$ cat src/rtl/ssl_pkg.sv
// Shared constants and carrier types for the status snapshot and interrupt latch.
package ssl_pkg;
  localparam int          SSL_NUM_RO    = 5;
  localparam int          SSL_WORD_W    = 16;
  localparam int          SSL_CAUSE_W   = 4;
  localparam int          SSL_PTR_W     = 3;
  localparam int          SSL_BIT_CNT_W = 5;
  localparam logic [7:0]  SSL_RD_ADDR   = 8'hC9;
  // Sub-address of the first read-only status register; the other four follow it.
  localparam logic [2:0]  SSL_PTR_C     = 3'h2;
  localparam logic [2:0]  SSL_PTR_RST   = 3'h0;
  localparam logic [15:0] SSL_SNAP_RST  = 16'h0000;
  localparam logic [3:0]  SSL_CAUSE_RST = 4'h0;
  // Serial bit slots: byte 0 in 0..7, release slot 8, byte 1 in 9..16, release from 17.
  localparam logic [4:0]  SSL_SLOT_ACK0 = 5'h08;
  localparam logic [4:0]  SSL_SLOT_END  = 5'h11;

  typedef struct packed {
    logic [SSL_NUM_RO-1:0][SSL_WORD_W-1:0] regs;
  } ssl_status_s;

  typedef struct packed {
    logic                   valid;
    logic [SSL_CAUSE_W-1:0] cause;
  } ssl_alarm_s;
endpackage : ssl_pkg

$ cat src/rtl/ssl_shift.sv
// Serialiser that sends the captured word as two bytes, low byte first.
`timescale 1ns/100ps
module ssl_shift
  import ssl_pkg::*;
#(
  parameter int WORD_W = SSL_WORD_W
) (
  input  wire logic              i_clk,
  input  wire logic              i_srst,
  input  wire logic              i_load,
  input  wire logic [WORD_W-1:0] i_word,
  input  wire logic              i_adv,
  input  wire logic              i_stop,
  output logic                   o_sda_o,
  output logic                   o_sda_oe,
  output logic                   o_active
);
  // The slot map below assumes exactly two bytes per word.
  if (WORD_W != 16) begin : g_word_check
    $error("ssl_shift serves exactly two bytes");
  end

  logic [WORD_W-1:0]        sh_ff, nxt_sh;
  logic [SSL_BIT_CNT_W-1:0] cnt_ff, nxt_cnt;
  logic                     act_ff, nxt_act;
  logic                     oe_ff, nxt_oe;

  always_comb begin
    logic [SSL_BIT_CNT_W-1:0] idx;
    idx     = '0;
    nxt_sh  = sh_ff;
    nxt_cnt = cnt_ff;
    nxt_act = act_ff;
    nxt_oe  = oe_ff;
    if (i_stop) begin
      nxt_act = 1'b0;
      nxt_oe  = 1'b0;
    end else if (i_load) begin
      nxt_sh  = i_word;
      nxt_cnt = '0;
      nxt_act = 1'b1;
      nxt_oe  = ~i_word[0];
    end else if (i_adv && act_ff) begin
      nxt_cnt = cnt_ff + 5'h01;
      // Open drain: a one is sent by letting the line go, a zero by pulling it.
      if (nxt_cnt == SSL_SLOT_ACK0 || nxt_cnt >= SSL_SLOT_END) begin
        nxt_oe = 1'b0;
      end else begin
        idx    = (nxt_cnt < SSL_SLOT_ACK0) ? nxt_cnt : nxt_cnt - 5'h01;
        nxt_oe = ~sh_ff[idx[3:0]];
      end
      if (nxt_cnt >= SSL_SLOT_END) begin
        nxt_act = 1'b0;
      end
    end
  end

  always_ff @(posedge i_clk) begin
    if (i_srst) begin
      sh_ff  <= '0;
      cnt_ff <= '0;
      act_ff <= 1'b0;
      oe_ff  <= 1'b0;
    end else begin
      sh_ff  <= nxt_sh;
      cnt_ff <= nxt_cnt;
      act_ff <= nxt_act;
      oe_ff  <= nxt_oe;
    end
  end

  assign o_sda_o  = 1'b0;
  assign o_sda_oe = oe_ff;
  assign o_active = act_ff;
endmodule : ssl_shift

$ cat src/rtl/ssl_latch.sv
// Status snapshot, interrupt cause latch and read-out path of the battery monitor.
// Overview of operation
// - Status reads return data from one instant.
// - Not busy: sample at read-address acknowledge.
// - Busy at acknowledge: report last completed result.
// - Alarm drives interrupt low, latches four causes.
// - Pending request shows latched cause bits in reads of the first status register; a new alarm overwrites them.
// - Clearing request clears and unfreezes cause bits.
// - After clear, first update event refreshes snapshot.
// - Send two bytes low first, then release line.
// - Read address byte is acknowledged before data.
// - Written pointer persists and selects later reads.
`timescale 1ns/100ps
module ssl_latch
  import ssl_pkg::*;
(
  input  wire logic                 I_CORE_CLK,
  input  wire logic                 I_SRST,
  input  wire logic                 I_PTR_WR,
  input  wire logic [SSL_PTR_W-1:0] I_PTR,
  input  wire logic                 I_RD_ADDR_ACK,
  input  wire logic                 I_BIT_ADV,
  input  wire logic                 I_BUS_STOP,
  input  wire ssl_status_s          I_LIVE,
  input  wire logic                 I_CONV_BUSY,
  input  wire logic                 I_CONV_DONE,
  input  wire logic                 I_PEAK_BUSY,
  input  wire logic                 I_PEAK_END,
  input  wire ssl_alarm_s           I_ALARM,
  input  wire logic                 I_IRQ_CLR,
  output logic                      O_IRQ_N,
  output logic                      O_SDA_O,
  output logic                      O_SDA_OE,
  output logic                      O_READ_ACTIVE
);
  logic [SSL_PTR_W-1:0]   ptr_ff, nxt_ptr;
  ssl_status_s            snap_ff, nxt_snap;
  logic                   pend_ff, nxt_pend;
  logic [SSL_CAUSE_W-1:0] cause_ff, nxt_cause;
  logic                   irq_n_ff, nxt_irq_n;
  logic                   busy;
  logic                   take;
  logic [SSL_WORD_W-1:0]  rd_word;

  always_comb begin
    logic [SSL_PTR_W-1:0] idx;
    idx       = '0;
    busy      = I_CONV_BUSY | I_PEAK_BUSY;
    nxt_ptr   = I_PTR_WR ? I_PTR : ptr_ff;
    // A read during a conversion or peak pulse keeps the snapshot, which already
    // holds the previous result, instead of sampling half-updated values.
    take      = (I_RD_ADDR_ACK & ~busy) | I_CONV_DONE | I_PEAK_END | I_ALARM.valid;
    nxt_snap  = take ? I_LIVE : snap_ff;
    nxt_pend  = pend_ff;
    nxt_cause = cause_ff;
    if (I_IRQ_CLR) begin
      nxt_pend  = 1'b0;
      nxt_cause = SSL_CAUSE_RST;
    end
    // An alarm in the clear cycle wins so that no event is lost.
    if (I_ALARM.valid) begin
      nxt_pend  = 1'b1;
      nxt_cause = I_ALARM.cause;
    end
    nxt_irq_n = ~nxt_pend;
    idx       = nxt_ptr - SSL_PTR_C;
    rd_word   = '0;
    if (nxt_ptr >= SSL_PTR_C && idx < 3'(SSL_NUM_RO)) begin
      rd_word = nxt_snap.regs[idx];
      if (idx == 3'h0 && nxt_pend) begin
        rd_word[SSL_CAUSE_W-1:0] = nxt_cause;
      end
    end
  end

  always_ff @(posedge I_CORE_CLK) begin
    if (I_SRST) begin
      ptr_ff   <= SSL_PTR_RST;
      snap_ff  <= {SSL_NUM_RO{SSL_SNAP_RST}};
      pend_ff  <= 1'b0;
      cause_ff <= SSL_CAUSE_RST;
      irq_n_ff <= 1'b1;
    end else begin
      ptr_ff   <= nxt_ptr;
      snap_ff  <= nxt_snap;
      pend_ff  <= nxt_pend;
      cause_ff <= nxt_cause;
      irq_n_ff <= nxt_irq_n;
    end
  end

  assign O_IRQ_N = irq_n_ff;

  // Loading on the acknowledge pulse means data only follows the acknowledge.
  ssl_shift #(
    .WORD_W (SSL_WORD_W)
  ) u_shift (
    .i_clk    (I_CORE_CLK),
    .i_srst   (I_SRST),
    .i_load   (I_RD_ADDR_ACK),
    .i_word   (rd_word),
    .i_adv    (I_BIT_ADV),
    .i_stop   (I_BUS_STOP),
    .o_sda_o  (O_SDA_O),
    .o_sda_oe (O_SDA_OE),
    .o_active (O_READ_ACTIVE)
  );
endmodule : ssl_latch

$ cat config.mk
export PLATFORM = sky130hd
export DESIGN_NAME = ssl_latch
export DESIGN_NICKNAME = d
export VERILOG_FILES = /design/src/rtl/ssl_pkg.sv /design/src/rtl/ssl_shift.sv /design/src/rtl/ssl_latch.sv
export SDC_FILE = /design/constraint.sdc
export NUM_CORES = 1
export LEC_CHECK = 0
export BUFFER_PORTS_ARGS = -buffer_cell sky130_fd_sc_hd__buf_2
export CAP_MARGIN = 30
export CORE_ASPECT_RATIO = 0.9
export CORE_MARGIN = 2
export CORE_UTILIZATION = 50
export CTS_CLUSTER_SIZE = 24
export DETAILED_ROUTE_END_ITERATION = 8
export PLACE_DENSITY = 0.76
export REMOVE_ABC_BUFFERS = 1
export SLEW_MARGIN = 0
export SYNTH_ARGS = -nofsm -noshare
export SYNTH_HDL_FRONTEND = slang
export SYNTH_SLANG_ARGS = --single-unit
$ cat constraint.sdc
create_clock -name I_CORE_CLK -period 2.5 [get_ports I_CORE_CLK]
set_input_delay 0.25 -clock I_CORE_CLK [delete_from_list [all_inputs] [get_ports I_CORE_CLK]]
set_output_delay 0.25 -clock I_CORE_CLK [all_outputs]
set_load 0.005 [all_outputs]
==> reports/metrics.yaml <==
rr_endpoint: "u_shift.o_sda_oe"
postPlaceCellArea_um2: 6020
cts_buffer_depth: 2
yosys-top-cells-area: "dfxtp_1 42%, mux2i_1 17%, nor2_1 6.9%"
critical_path.endpoint_type: "flip-flop"
ys_types: 62
drc_errors: 0
grt_max_degree: 57
fin_worst_skew_ns: 0.00946
dr.pass1.iters: 4
reg2reg_slack_ns: 0.16
vdd_drop_max_v: 0.000429
dp.final_hpwl_um: 9030
r2r_cells: 7
yosysTopAreaCell: "dfxtp_1"
postCtsHoldBufs: 0
num_vias: 4496
synth_edf_count: 0
clkPwrFrac: 0.356
design_area_um2: 6330
cts_htree_levels: 3
grt_pass1_wl_um: 20600
synthCells: 583
r2r_start: "u_shift.cnt_ff[2]"
area_growth_pct: 19.2
ys_warn_count: 0
cp_data_required_time_ns: 2.78
switching_share: 0.256
worstPathArrival_ns: 2.62
synth-seq-cells: 112
synthArstFlopShare: 0
crit_path_start_kind: "flip-flop"
pwr-share-seq: 0.503
drt_iter0_drc: 238
cts_setup_buffers: 0
critPathKind: "flip-flop to flip-flop"
yosysMostFrequentCell: "dfxtp_1"
numCtsBuffers: 9
cts_tree: "yes"
antenna_found_initial: 0
path_clk_slew_ns: 0.07
max_freq_mhz: 427
start_util: 0.516
yosysTopAreaCellShare: 0.422
worst-path-max-fanout: 10
hold_start: "I_LIVE[32]"
grt_pass1_vias: 4382
portBuffers: 101
grt_overflow_total: 0
synth_common_cells: "112 x dfxtp_1, 97 x nor2_1, 89 x mux2i_1, 74 x nand2_1, 23 x clkbuf_1"
dieArea_um2: 11500
hp-class: "input port to flip-flop"
status: "finished clean"
worst_slew_pin_slew_ns: 0.946
clock-sinks: 112
maxCapViolations: 0
synth_ff_type: "dfxtp_1"
pin_count: 103
power_density_nw_per_um2: 601
die_height_um: 102
postRouteAntennaNets: 0
synthesis.area_um2: 5310
syn_area_per_cell_um2: 9.11
finalCoreUtilization: 0.615
rows: 35
place_congestion: 0.915
power_frac_comb: 0.141
setup_viol: 0
dieWidth_um: 113
period_share: 0.936
min_to: "snap_ff[32]"
fin_setup_tns_ns: 0
fin_nets: 787
hold_ws_ns: 0.155
clock_latency_ns: 0.34
intPower_mw: 2.83
routed_wl_um: 12500
gr-usage-all-layers: 0.222
routed_via_density: 5.52
n_antenna_cell: 0
ys_seq_area_frac: 0.422
min_path_cells: 3
drive_gt1_frac: 0.239
grt_setup_unrepaired: "no"
p_switching_mw: 0.972
coreArea_um2: 10300
post_drt_wl_per_cell_um: 15.4
root_buffer: "clkbuf_16"
drv_slew: 0
hold_viol_final: 0
relSlewSlack: 0.368
min_period_ns: 2.34
p_leak_nw: 3.18
[worst max-delay path by stage]
| stage | cells past startpoint | from | to |
|---|---|---|---|
| after floorplan | 7 | I_RD_ADDR_ACK | u_shift.o_sda_oe |
| after global placement | 10 | I_PTR_WR | u_shift.sh_ff[4] |
| after detailed placement | 10 | I_PTR_WR | u_shift.sh_ff[14] |
| after CTS | 9 | u_shift.cnt_ff[1] | u_shift.o_sda_oe |
| after global routing | 8 | u_shift.cnt_ff[2] | u_shift.o_sda_oe |
| final | 7 | u_shift.cnt_ff[2] | u_shift.o_sda_oe |
[layout by cell type, fill, tap and decap left out, types with 5 or more instances in the layout]
cell and count:
a22oi_1 6, a31oi_1 16, nor3_1 5, a21oi_1 12
buf_2 100, nor2_1 97, dfxtp_1 112, nand3_1 5
clkbuf_16 9, mux2i_1 86, nand2_1 73, inv_1 12
buf_4 26, ha_1 6, o221ai_1 15, and3_1 14
[metrics by stage]
step | instances | power, mW | worst slack, ns
floorplan | 542 | 2.26 | -2.52
global placement | 799 | 2.47 | 0.134
detailed placement | 799 | 2.48 | 0.00413
CTS | 814 | 3.83 | 0.125
global route | 814 | 3.97 | 0.0105
finish | 814 | 3.80 | 0.160
[worst max-delay path, cell delays in order, from the launching register on]
cell and delay (ns):
dfxtp_1 0.52, nand2_1 0.16, o311ai_2 0.38, a22o_1 0.25
mux4_2 0.51, o211ai_1 0.24, nand4b_1 0.12, nand4_1 0.10
[metal layers]
layer	up-vias	GRT usage	routed length [um]
met5	-	0	0
met4	0	0.0760	194
met3	13	0.0419	579
met2	137	0.361	5930
met1	2104	0.298	5810
li1	2242	-	-
[registers in the layout, indices dropped and copies added (netlist names)]
| signal | cells |
|---|---|
| pend_ff | 1 |
| snap_ff | 80 |
| u_shift.cnt_ff | 5 |
| cause_ff | 4 |
| u_shift.o_sda_oe | 1 |
| O_IRQ_N | 1 |
| ptr_ff | 3 |
| u_shift.o_active | 1 |
| u_shift.sh_ff | 16 |
[layout make-up]
cell class | count | area (um2)
Clock buffer | 10 | 239
Clock inverter | 5 | 41.3
Fill cell | 876 | 3960
Inverter | 14 | 52.6
Multi-Input combinational cell | 416 | 2860
Sequential cell | 112 | 2240
Tap cell | 129 | 161
Timing Repair Buffer | 128 | 736
[power by group through the flow]
stage	Combinational [mW]	Clock [mW]	Sequential (mW)
6_report	0.536	1.35	1.91
3_3_place_gp	0.518	0	1.95
4_1_cts	0.535	1.38	1.91
3_5_place_dp	0.531	0	1.95
2_1_floorplan	0.322	0	1.94
5_1_grt	0.594	1.46	1.92
[cell families (layout without fill, tap and decap cells)]
logic type | after synthesis | count (layout) | synth area share
compound gates | 81 | 81 | 0.118
xor+xnor | 5 | 5 | 0.00825
fa+ha+maj | 7 | 7 | 0.0165
buf+inv | 55 | 157 | 0.0462
flops | 112 | 112 | 0.422
mux | 97 | 97 | 0.202
other cells | 1 | 1 | 0.000706
simple gates | 225 | 225 | 0.187
[what timing repair did]
item,4_1_cts,5_1_grt
gates resized for setup,0,7
setup endpoints to repair,0,13
hold endpoints to repair,0,0
(Power assumes the default switching activity.)
